**src/spw_map.vh**
```
// register map and field constants for the pulse, thermal and wake block
`ifndef SPW_MAP_VH
`define SPW_MAP_VH

// ----------------------------------------------------------------------
// register offsets (7-bit link addresses)
// ----------------------------------------------------------------------
`define SPW_ADDR_PULSE_RATE 7'h1c
`define SPW_ADDR_THERMAL 7'h1d
`define SPW_ADDR_SCRATCH_LO 7'h1e
`define SPW_ADDR_SCRATCH_HI 7'h1f
`define SPW_ADDR_WAKE_CTRL 7'h20
`define SPW_ADDR_QUANTA 7'h21

// ----------------------------------------------------------------------
// reset values
// ----------------------------------------------------------------------
`define SPW_RST_PULSE_RATE 2'h0
`define SPW_RST_THERMAL 3'h1
`define SPW_RST_SCRATCH 8'h00
`define SPW_RST_WAKE_CTRL 8'h00
`define SPW_RST_QUANTA 8'ha0

// ----------------------------------------------------------------------
// field positions in the wake control and thermal registers
// ----------------------------------------------------------------------
`define SPW_WC_CAL_BIT 7
`define SPW_WC_TRIM_HI 6
`define SPW_WC_TRIM_LO 5
`define SPW_WC_MASK_BIT 4
`define SPW_WC_VALID_BIT 0
`define SPW_TRIM_UNLOCK 2'h3
`define SPW_THERM_CUTOFF_BIT 2

// ----------------------------------------------------------------------
// link frame and pulse timing
// ----------------------------------------------------------------------
`define SPW_FRAME_BITS 5'h10
`define SPW_ADDR_BITS 5'h08
`define SPW_SYS_CLK_HZ 100000000
`define SPW_RATE0_HZ 100
`define SPW_RATE1_HZ 200
`define SPW_RATE2_HZ 325
`define SPW_RATE3_HZ 400

`endif

```
**src/spw_config_regs.v**
```verilog
// link-accessed pulse rate, thermal, scratch and selective-wake registers
`timescale 1ns/10ps
// Summary of operation
// - pulse rate field picks four switch frequencies
// - new rate applies after current period ends
// - lockable bit 2 selects thermal cutoff level
// - lockable 2-bit field sets regulator current limit
// - soft reset keeps locked thermal/current settings
// - thermal register power-on 01, kept otherwise
// - pulse rate cleared power-on/soft, kept restart
// - scratch bytes cleared only at power-on
// - scratch written only in normal mode
// - two scratch bytes form one word
// - bit 7 enables oscillator calibration mode
// - only trim value 11 unlocks calibration/options
// - calibration locks to transmit data activity
// - mask bit 4 gates timeout interrupt
// - timeout flag updates only in wake mode
// - selective wake enabled only while valid set
// - valid cleared on wake, reset, config change
// - restart clears low nibble; soft clears all
// - quanta per bit, reset a0, kept restart
// - quantum length follows clock select field
// - reserved bits read as zero
// - lock commits at chip select rise, until power-up
`include "spw_map.vh"

module spw_config_regs #(
    parameter SYS_CLK_HZ = `SPW_SYS_CLK_HZ,
    parameter CAL_W = 16
) (
    input wire clk_sys,
    input wire resetn,
    input wire link_clk,
    input wire link_data_in,
    input wire chip_select_low_active_n,
    output wire link_data_out,
    output wire link_data_out_oe,
    input wire soft_reset,
    input wire restart,
    input wire normal_mode,
    input wire stop_mode,
    input wire config_lock_bit,
    input wire wake_event,
    input wire wake_config_changed,
    input wire selective_wake_can_mode,
    input wire bus_timeout_event,
    input wire bus_timeout_clear,
    input wire [1:0] quantum_clock_select,
    input wire transmit_data_input,
    output reg [1:0] switch_pulse_rate,
    output reg switch_period_start,
    output wire thermal_cutoff_level,
    output wire [1:0] regulator_current_limit_adjust,
    output wire [15:0] scratch_word,
    output wire oscillator_calibration_enable,
    output reg calibration_active,
    output reg [CAL_W-1:0] calibration_period,
    output reg calibration_done,
    output reg selective_wake_enable,
    output wire wake_option_write_enable,
    output reg bus_timeout_flag,
    output reg interrupt_output_n,
    output reg [10:0] bit_time_length,
    output reg config_locked
);

// ----------------------------------------------------------------------
// local helpers
// ----------------------------------------------------------------------
// full-width period figures, cut to the counter width on purpose below
localparam integer PER0_I = SYS_CLK_HZ / `SPW_RATE0_HZ;
localparam integer PER1_I = SYS_CLK_HZ / `SPW_RATE1_HZ;
localparam integer PER2_I = SYS_CLK_HZ / `SPW_RATE2_HZ;
localparam integer PER3_I = SYS_CLK_HZ / `SPW_RATE3_HZ;
// 24 bits cover the slowest rate at the default system clock
localparam [23:0] PER0 = PER0_I[23:0];
localparam [23:0] PER1 = PER1_I[23:0];
localparam [23:0] PER2 = PER2_I[23:0];
localparam [23:0] PER3 = PER3_I[23:0];

// period length in system cycles for one rate code
function [23:0] rate_period;
    input [1:0] code;
    begin
        case (code)
            2'h0: rate_period = PER0;
            2'h1: rate_period = PER1;
            2'h2: rate_period = PER2;
            default: rate_period = PER3;
        endcase
    end
endfunction

// ----------------------------------------------------------------------
// input synchronisers
// ----------------------------------------------------------------------
reg [1:0] sck_sync_r;
reg [1:0] sdi_sync_r;
reg [1:0] csn_sync_r;
reg [1:0] txd_sync_r;
reg sck_prev_r;
reg csn_prev_r;
reg txd_prev_r;

// two flops per outside input, then a history flop for edges
always @(posedge clk_sys or negedge resetn) begin
    if (!resetn) begin
        sck_sync_r <= 2'h0;
        sdi_sync_r <= 2'h0;
        csn_sync_r <= 2'h3;
        txd_sync_r <= 2'h3;
        sck_prev_r <= 1'b0;
        csn_prev_r <= 1'b1;
        txd_prev_r <= 1'b1;
    end else begin
        sck_sync_r <= {sck_sync_r[0], link_clk};
        sdi_sync_r <= {sdi_sync_r[0], link_data_in};
        csn_sync_r <= {csn_sync_r[0], chip_select_low_active_n};
        txd_sync_r <= {txd_sync_r[0], transmit_data_input};
        sck_prev_r <= sck_sync_r[1];
        csn_prev_r <= csn_sync_r[1];
        txd_prev_r <= txd_sync_r[1];
    end
end

wire sck_rise = sck_sync_r[1] & ~sck_prev_r;
wire sck_fall = ~sck_sync_r[1] & sck_prev_r;
wire cs_fall = ~csn_sync_r[1] & csn_prev_r;
wire cs_rise = csn_sync_r[1] & ~csn_prev_r;
wire cs_act = ~csn_sync_r[1];
wire txd_fall = ~txd_sync_r[1] & txd_prev_r;

// ----------------------------------------------------------------------
// register storage
// ----------------------------------------------------------------------
reg [1:0] pulse_rate_r;
reg [2:0] thermal_r;
reg [7:0] scratch_lo_r;
reg [7:0] scratch_hi_r;
reg [7:0] wake_ctrl_r;
reg [7:0] quanta_r;

// ----------------------------------------------------------------------
// link shifter: 16-bit frame, lsb first, addr[6:0], write flag, data
// ----------------------------------------------------------------------
reg [15:0] rx_sr_r;
reg [4:0] bit_cnt_r;
reg [7:0] tx_sr_r;
reg [7:0] rd_data;

// after eight bits the address of this frame sits in bits 14:8
wire [6:0] rd_addr = rx_sr_r[14:8];

// read multiplexer, reserved bits forced to zero
always @* begin
    if (rd_addr == `SPW_ADDR_PULSE_RATE)
        rd_data = {6'h00, pulse_rate_r};
    else if (rd_addr == `SPW_ADDR_THERMAL)
        rd_data = {5'h00, thermal_r};
    else if (rd_addr == `SPW_ADDR_SCRATCH_LO)
        rd_data = scratch_lo_r;
    else if (rd_addr == `SPW_ADDR_SCRATCH_HI)
        rd_data = scratch_hi_r;
    else if (rd_addr == `SPW_ADDR_WAKE_CTRL)
        rd_data = {wake_ctrl_r[7:4], 3'h0, wake_ctrl_r[0]};
    else if (rd_addr == `SPW_ADDR_QUANTA)
        rd_data = quanta_r;
    else
        rd_data = 8'h00;
end

// bit sampling on link rising edge, shifting out on falling edge
always @(posedge clk_sys or negedge resetn) begin
    if (!resetn) begin
        rx_sr_r <= 16'h0000;
        bit_cnt_r <= 5'h00;
        tx_sr_r <= 8'h00;
    end else if (cs_fall) begin
        bit_cnt_r <= 5'h00;
        tx_sr_r <= {5'h00, selective_wake_enable, config_locked,
                    bus_timeout_flag};
    end else if (cs_act) begin
        // count on past 16 so an over-long frame never commits
        if (sck_rise && bit_cnt_r != 5'h1f) begin
            rx_sr_r <= {sdi_sync_r[1], rx_sr_r[15:1]};
            bit_cnt_r <= bit_cnt_r + 5'h01;
        end
        if (sck_fall) begin
            if (bit_cnt_r == `SPW_ADDR_BITS)
                tx_sr_r <= rd_data; // addressed byte for the second half
            else
                tx_sr_r <= {1'b0, tx_sr_r[7:1]};
        end
    end
end

assign link_data_out = tx_sr_r[0];
assign link_data_out_oe = cs_act;

// a whole frame with the write flag commits at chip select rise
wire wr_go = cs_rise && bit_cnt_r == `SPW_FRAME_BITS && rx_sr_r[7];
wire [6:0] wr_addr = rx_sr_r[6:0];
wire [7:0] wr_data = rx_sr_r[15:8];

// ----------------------------------------------------------------------
// configuration lock, held until power-up
// ----------------------------------------------------------------------
always @(posedge clk_sys or negedge resetn) begin
    if (!resetn)
        config_locked <= 1'b0;
    else if (cs_rise && config_lock_bit)
        config_locked <= 1'b1;
end

// ----------------------------------------------------------------------
// pulse rate and thermal/current registers
// ----------------------------------------------------------------------
always @(posedge clk_sys or negedge resetn) begin
    if (!resetn) begin
        pulse_rate_r <= `SPW_RST_PULSE_RATE;
        thermal_r <= `SPW_RST_THERMAL;
    end else begin
        if (soft_reset)
            pulse_rate_r <= `SPW_RST_PULSE_RATE;
        else if (wr_go && wr_addr == `SPW_ADDR_PULSE_RATE)
            pulse_rate_r <= wr_data[1:0];
        // soft reset and restart keep the thermal bits
        if (wr_go && wr_addr == `SPW_ADDR_THERMAL && !config_locked)
            thermal_r <= wr_data[2:0];
    end
end

assign thermal_cutoff_level = thermal_r[`SPW_THERM_CUTOFF_BIT];
assign regulator_current_limit_adjust = thermal_r[1:0];

// ----------------------------------------------------------------------
// switch pulse period generator
// ----------------------------------------------------------------------
reg [23:0] period_cnt_r;
wire period_end = period_cnt_r >= rate_period(switch_pulse_rate) - 24'h1;

// new rate is taken only when the running period ends
always @(posedge clk_sys or negedge resetn) begin
    if (!resetn) begin
        period_cnt_r <= 24'h0;
        switch_pulse_rate <= `SPW_RST_PULSE_RATE;
        switch_period_start <= 1'b0;
    end else if (period_end) begin
        period_cnt_r <= 24'h0;
        switch_pulse_rate <= pulse_rate_r;
        switch_period_start <= 1'b1;
    end else begin
        period_cnt_r <= period_cnt_r + 24'h1;
        switch_period_start <= 1'b0;
    end
end

// ----------------------------------------------------------------------
// scratch word
// ----------------------------------------------------------------------
wire scratch_wr = wr_go && normal_mode && !stop_mode;

// only power-on clears; soft reset, restart and fail-safe keep it
always @(posedge clk_sys or negedge resetn) begin
    if (!resetn) begin
        scratch_lo_r <= `SPW_RST_SCRATCH;
        scratch_hi_r <= `SPW_RST_SCRATCH;
    end else begin
        if (scratch_wr && wr_addr == `SPW_ADDR_SCRATCH_LO)
            scratch_lo_r <= wr_data;
        if (scratch_wr && wr_addr == `SPW_ADDR_SCRATCH_HI)
            scratch_hi_r <= wr_data;
    end
end

assign scratch_word = {scratch_hi_r, scratch_lo_r};

// ----------------------------------------------------------------------
// selective-wake control and bit quanta
// ----------------------------------------------------------------------
wire quanta_change = wr_go && wr_addr == `SPW_ADDR_QUANTA &&
                     wr_data != quanta_r;
wire cfg_clear = wake_event || wake_config_changed || quanta_change;

// restart clears the low nibble, soft reset everything
always @(posedge clk_sys or negedge resetn) begin
    if (!resetn) begin
        wake_ctrl_r <= `SPW_RST_WAKE_CTRL;
        quanta_r <= `SPW_RST_QUANTA;
    end else if (soft_reset) begin
        wake_ctrl_r <= `SPW_RST_WAKE_CTRL;
        quanta_r <= `SPW_RST_QUANTA;
    end else begin
        if (restart)
            wake_ctrl_r <= {wake_ctrl_r[7:4], 4'h0};
        else if (wr_go && wr_addr == `SPW_ADDR_WAKE_CTRL)
            wake_ctrl_r <= {wr_data[7:4], 3'h0,
                            wr_data[`SPW_WC_VALID_BIT]};
        else if (cfg_clear)
            wake_ctrl_r[`SPW_WC_VALID_BIT] <= 1'b0;
        if (wr_go && wr_addr == `SPW_ADDR_QUANTA)
            quanta_r <= wr_data;
    end
end

wire trim_unlocked =
    wake_ctrl_r[`SPW_WC_TRIM_HI:`SPW_WC_TRIM_LO] == `SPW_TRIM_UNLOCK;
assign oscillator_calibration_enable =
    wake_ctrl_r[`SPW_WC_CAL_BIT];
assign wake_option_write_enable = trim_unlocked;

// ----------------------------------------------------------------------
// oscillator calibration against transmit data edges
// ----------------------------------------------------------------------
reg [CAL_W-1:0] cal_cnt_r;
reg cal_armed_r;

// measures system cycles between falling edges of transmit data
always @(posedge clk_sys or negedge resetn) begin
    if (!resetn) begin
        calibration_active <= 1'b0;
        cal_cnt_r <= {CAL_W{1'b0}};
        cal_armed_r <= 1'b0;
        calibration_period <= {CAL_W{1'b0}};
        calibration_done <= 1'b0;
    end else begin
        calibration_active <= oscillator_calibration_enable &&
                              trim_unlocked;
        calibration_done <= 1'b0;
        if (!calibration_active) begin
            cal_armed_r <= 1'b0;
            cal_cnt_r <= {CAL_W{1'b0}};
        end else if (txd_fall) begin
            // start at one so the figure spans edge to edge
            cal_cnt_r <= {{(CAL_W-1){1'b0}}, 1'b1};
            cal_armed_r <= 1'b1;
            if (cal_armed_r) begin
                calibration_period <= cal_cnt_r;
                calibration_done <= 1'b1;
            end
        end else if (cal_cnt_r != {CAL_W{1'b1}}) begin
            cal_cnt_r <= cal_cnt_r + 1'b1;
        end
    end
end

// ----------------------------------------------------------------------
// wake enable, timeout flag and interrupt
// ----------------------------------------------------------------------
// the set of a timeout wins over a clear in the same cycle
always @(posedge clk_sys or negedge resetn) begin
    if (!resetn) begin
        selective_wake_enable <= 1'b0;
        bus_timeout_flag <= 1'b0;
        interrupt_output_n <= 1'b1;
        bit_time_length <= 11'h000;
    end else begin
        selective_wake_enable <= wake_ctrl_r[`SPW_WC_VALID_BIT];
        if (bus_timeout_event && selective_wake_can_mode)
            bus_timeout_flag <= 1'b1;
        else if (bus_timeout_clear && selective_wake_can_mode)
            bus_timeout_flag <= 1'b0;
        interrupt_output_n <= ~(bus_timeout_event &&
                                selective_wake_can_mode &&
                                wake_ctrl_r[`SPW_WC_MASK_BIT]);
        bit_time_length <= {3'h0, quanta_r} <<
                           quantum_clock_select;
    end
end

endmodule // spw_config_regs

```
**config.mk**
```make
export PLATFORM = sky130hd
export DESIGN_NAME = spw_config_regs
export DESIGN_NICKNAME = d
export VERILOG_FILES = /design/src/spw_config_regs.v
export VERILOG_INCLUDE_DIRS = /design/src /design/src/src
export SDC_FILE = /design/constraint.sdc
export NUM_CORES = 1
export LEC_CHECK = 0
export BUFFER_PORTS_ARGS = -buffer_cell sky130_fd_sc_hd__buf_4
export CAP_MARGIN = 25
export CORE_ASPECT_RATIO = 1.75
export CORE_MARGIN = 5
export CORE_UTILIZATION = 53
export CTS_CLUSTER_SIZE = 24
export DETAILED_ROUTE_END_ITERATION = 7
export PLACE_DENSITY = 0.76
export SLEW_MARGIN = 40
export SYNTH_ARGS = -nofsm -noshare
export SYNTH_HDL_FRONTEND = slang
export SYNTH_SLANG_ARGS = --single-unit
```
**constraint.sdc**
```tcl
create_clock -name clk_sys -period 2.8 [get_ports clk_sys]
set_clock_uncertainty 0.2 [all_clocks]
set_input_delay 0.14 -clock clk_sys [delete_from_list [all_inputs] [get_ports clk_sys]]
set_output_delay 0.14 -clock clk_sys [all_outputs]
set_load 0.03 [all_outputs]
```
* Word level (Yosys, flattened, before mapping) *
Cells that the tools add are included.

storage, ports and cells
  register bits = 151

operators by class
  add/sub/neg operators = 4
  $lt $le $gt $ge = 1
  eq/ne operators = 24
  shift-type cells = 1
  multiplexer cells = 35
  bitwise operators = 12
  reductions and logical operators = 35

operator list
  kind                   count
  $mux 8                 14
  $pmux 20 s3            1
  $eq 7x5->1 const B     8
  $mux 16                3
  $eq 7x6->1 const B     4
  $add 24x1->24 const B  1
  $ge 24x24->1           1
  $mux 24                1
  $sub 24x1->24 const B  1
  $logic_and 1x1->1      18
  $add 16x1->16 const B  1
  $ne 16x16->1 const B   1
  $mux 5                 3
  $reduce_bool 2->1      6
  $shl 8x2->11           1
  $mux 1                 10
  $ne 8x8->1             1
  $mux 7                 1
  $not 1->1              7
  $reduce_and 2->1       3
  $reduce_and 3->1       2
  $add 5x1->5 const B    1
  $and 1x1->1            5
  $eq 5x4->1 const B     1
  12 further kinds       17

* Depth between registers and ports, before layout *
  depth after elaboration = 11
  gate-level depth with buffers = 12
  gate-level depth less buffers = 10

* Worst setup path before layout *
OpenSTA, ideal clock, no wires.

  kind = flip-flop to flip-flop
  from = register switch_pulse_rate[0]
  to = register switch_pulse_rate[0]
  arrival = 2.529 ns
  data required time = 2.475 ns
  setup slack = -0.053 ns
  stages on the path, launching flop included = 12
  path buffers = 1
  clock period less this slack = 2.853 ns
  cells stage by stage = dfrtp_1 -> inv_1 -> ha_1 -> inv_1 -> ha_1 -> clkbuf_1 -> ha_1 -> and4_1 -> nor4b_1 -> a22oi_1 -> a22oi_2 -> mux2_2

on the way
  word-level cells in the longest chain between the ends = 4
  elaborated cells on any way between the ends = 6
  classes of those cells = add/sub: 1; order compare: 1; eq/ne: 2; mux: 1; reduce/logical: 1

ends and longest elaborated chain
  item                                RTL line               RTL
  start: declaration                  spw_config_regs.v:51   output reg [1:0] switch_pulse_rate,
  start signal: assignment            spw_config_regs.v:247  switch_pulse_rate <= `SPW_RST_PULSE_RATE;
  start signal: assignment            spw_config_regs.v:251  switch_pulse_rate <= pulse_rate_r;
  $eq 2x2->1 (tied with other cells)  spw_config_regs.v:86   case (code)
  $pmux 20 s3 *                       spw_config_regs.v:86
  $sub 24x1->24 *                     spw_config_regs.v:241  wire period_end = period_cnt_r >= rate_period(switch_pulse_rate) - 24'h1;
  $ge 24x24->1 *                      spw_config_regs.v:241

Mark *: on every way between the ends. The rest lies on a longest branch, timed or not.
A chain may end at the register's enable or synchronous reset.

* Worst setup path after layout *
Ends and elaborated chain as after synthesis.

==> results.yml <==
global_route:
  grt_pass1_vias: 5780
  grt_max_degree: 71
  track_usage_pct: 22.2
  antenna_found_initial: 0
  overflow: 0
  grt_pass1_wl_um: 28600
routing:
  drt-pass1-iter-count: 5
  route.detailed.drc: 0
  avgRoutedWirePerCell_um: 18.7
  dr_total_vias: 5423
  drt_wl_total_um: 17200
  ant_nets: 0
  dr.first_iter.drc_count: 253
  drt-vias-per-instance: 5.89
setup_path:
  slowest_delay_ns: 0.43
  critPathBufInv: 2
  criticalPathCategory: "register to register"
  worstPathArrival_ns: 2.82
  slowest_stage: "dfrtp_2"
  cp_common_cell: "ha_1"
  cp_cell_sequence: "inv_2 > ha_1 > inv_1 > ha_1 > ha_1 > nand4_1 > nor4b_4 > a22oi_2 > a22oi_2 > mux2_2"
  cp_top_family: "adder cells"
  path_max_fanout: 4
  cp-end-kind: "register"
  worstPathRequired_ns: 2.91
  cp-start-kind: "register"
synthesis:
  synth_ff_type: "dfrtp_1"
  yosysTopAreaCellShare_pct: 48.4
  synth-async-reset-ratio_pct: 100
  synth.most_common_cell: "dfrtp_1"
  synth-simple-area-share_pct: 15.4
  synth.distinct_cells: 76
  synth_top_family_by_area: "simple AND/OR/NAND/NOR gates"
  synth_compound_area_share_pct: 9.93
  synth_enable_flop_cells: 0
  synthXorXnorAreaFrac_pct: 4.33
  yosys_warnings: 0
  netlist_instances: 637
  avgSynthCellArea_um2: 11.4
  synth_area_leaders: "dfrtp_1 (48%), mux2_2 (7.4%), ha_1 (4.5%)"
  yosysSeqAreaShare_pct: 52.0
  ys_ff_latch: 151
  synth_area_um2: 7280
  yosys-top-cells-count: "dfrtp_1 (141), nor2_1 (59), mux2_2 (48)"
  synthAdderAreaFrac_pct: 4.47
  synth_mux_area_share_pct: 10.8
  yosys.area.top_type: "dfrtp_1"
power:
  pwr_density_cell_nw_per_um2: 589
  ir_worst_vdd_uv: 458
  p_leak_uw: 0.00414
cells_and_area:
  n_fill_cell: 1037
  nNetsFinal: 778
  synthToLayoutAreaGrowth_pct: 22.4
  antenna_cells: 0
  drive_gt1_share_pct: 27.3
  multi_input_comb_area_um2: 3300
  regArea_um2: 3790
floorplanning:
  die-area_um2: 16300
  initial_core_util_pct: 54.1
  fp.dieH_um: 165
  rows: 56
  coreArea_um2: 13500
  io_pins: 77
  fp.dieW_um: 98.6
sta:
  hold_ws_ns: 0.00888
  fin_ws_ns: 0.0825
  hold_violations: 0
  post-route-period-util_pct: 97.1
  tightest_slew_ns: 0.644
  fmax_ghz: 0.368
  fin_crit_ns: 2.72
  slew_violations: 0
  maxSlewHeadroom_pct: 56.7
  finalSetupViolations: 0
clock_network:
  clkLatencyLatePin_ns: 0.42
  cts_buffers: 17
  cts_tree: "done"
  h-tree-depth: 4
  cts_buffer_depth: 2
  clock-sinks: 151
  clk_pin_slew_ns: 0.06
  cts_root_buffer: "clkbuf_16"
job:
  drv_cap: 0
outcome:
  status: "complete, no violations"
placement:
  gp_congestion: 0.917
  hpwl_um: 12300
  io_buffers: 76
  dpl_worst_slack_ns: 0.00363
worst_hold_path:
  hp-class: "primary input to asynchronous set/reset pin"
cells by family after synthesis:
logic type,after synthesis
and+or+nand+nor,200
DFF,151
AOI/OAI and AO/OA,104
muxes,70
buffers and inverters,49
xor gates and xnor gates,36
adders and majority gates,26
other,1
worst reg2reg max path: cells and delay by family, from the launching register on:
family	cells	cell delay, ns
adder cells (fa/ha/maj)	3	0.67
multiplexers	1	0.37
buffers and inverters	2	0.14
AND/OR/NAND/NOR	2	0.45
AO/OA/AOI/OAI	2	0.34
flip-flops	1	0.43
final cells by class:
class / instances / area share [%]
Clock buffer: 21 / 4.94
Clock inverter: 11 / 2.46
Inverter: 19 / 0.800
Multi-Input combinational cell: 439 / 37.0
Sequential cell: 151 / 42.6
Tap cell: 174 / 2.44
Timing Repair Buffer: 106 / 9.77
per-layer routing:
metal	part of all wire [%]	up-vias	track usage, %
li1	-	2473	-
met1	37	2739	24.4
met2	56	164	41.2
met3	3.9	47	4.29
met4	3.4	0	9.70
met5	0	-	0
power breakdown:
| part | switching [uW] | total, uW | internal (uW) |
|---|---|---|---|
| clock | 885 | 2560 | 1680 |
| sequential | 94.3 | 2330 | 2240 |
| combinational | 200 | 361 | 161 |
stage by stage:
| step | instances | power [uW] | setup TNS (ns) | area, um^2 | util, % |
|---|---|---|---|---|---|
| 3_3_place_gp | 870 | 2700 | 0 | 8050 | 59.8 |
| 5_1_grt | 921 | 5430 | -0.453 | 8910 | 66.3 |
| 2_1_floorplan | 639 | 2570 | 0 | 7290 | - |
| 6_report | 921 | 5250 | 0 | 8910 | 66.3 |
| 4_1_cts | 919 | 5300 | 0 | 8880 | 66.0 |
| 3_5_place_dp | 870 | 2710 | 0 | 8050 | 59.8 |
placed cells by master, fill, tap and decap left out, types with 5 or more instances in the layout:
cell type,count
nand3_1,17
mux2_2,48
xor2_1,18
a211oi_1,6
dlygate4sd3_1,17
nand4_1,10
nor4_1,8
nand2b_1,5
bufinv_16,6
o21ai_0,21
inv_1,17
dfrtp_1,139
clkbuf_16,17
xnor2_1,18
dfstp_2,10
and3_1,13
mux2i_1,20
a31oi_1,7
nor2b_1,5
buf_4,85
nor3_1,12
ha_1,26
nand2_1,40
a21oi_1,19
nor2_1,59
o21a_1,5
timing repair:
item                                    CTS  global route
hold endpoints to repair                181             0
buffers inserted                          0             2
hold buffers                             17             0
pin swaps                                 0             1
gates resized for setup                   1             5
endpoints found under the setup margin    2            23
state kept, by name, indices dropped and copies added (netlist names), 8 cells and up:
| name | flops |
|---|---|
| tx_sr_r | 8 |
| period_cnt_r | 24 |
| rx_sr_r | 16 |
| bit_time_length | 11 |
| scratch_lo_r | 8 |
| cal_cnt_r | 16 |
| quanta_r | 8 |
| calibration_period | 16 |
| scratch_hi_r | 8 |
final timing paths:
kind	startpoint	endpoint	slack [ns]	cells past startpoint
hold / removal	resetn	calibration_period[4]$_DFFE_PN0P_	0.009	2
min in group clk_sys	sdi_sync_r[0]$_DFF_PN0_	sdi_sync_r[1]$_DFF_PN0_	0.15	0
hold reg to reg	sdi_sync_r[0]$_DFF_PN0_	sdi_sync_r[1]$_DFF_PN0_	0.15	0
setup / recovery	switch_pulse_rate[0]$_DFFE_PN0P_	switch_pulse_rate[0]$_DFFE_PN0P_	0.08	10
max in group asynchronous	resetn	thermal_r[0]$_DFFE_PN1P_	1.52	3
setup reg to reg	switch_pulse_rate[0]$_DFFE_PN0P_	switch_pulse_rate[0]$_DFFE_PN0P_	0.08	10
No activity file was read; power rests on OpenSTA's default activity.
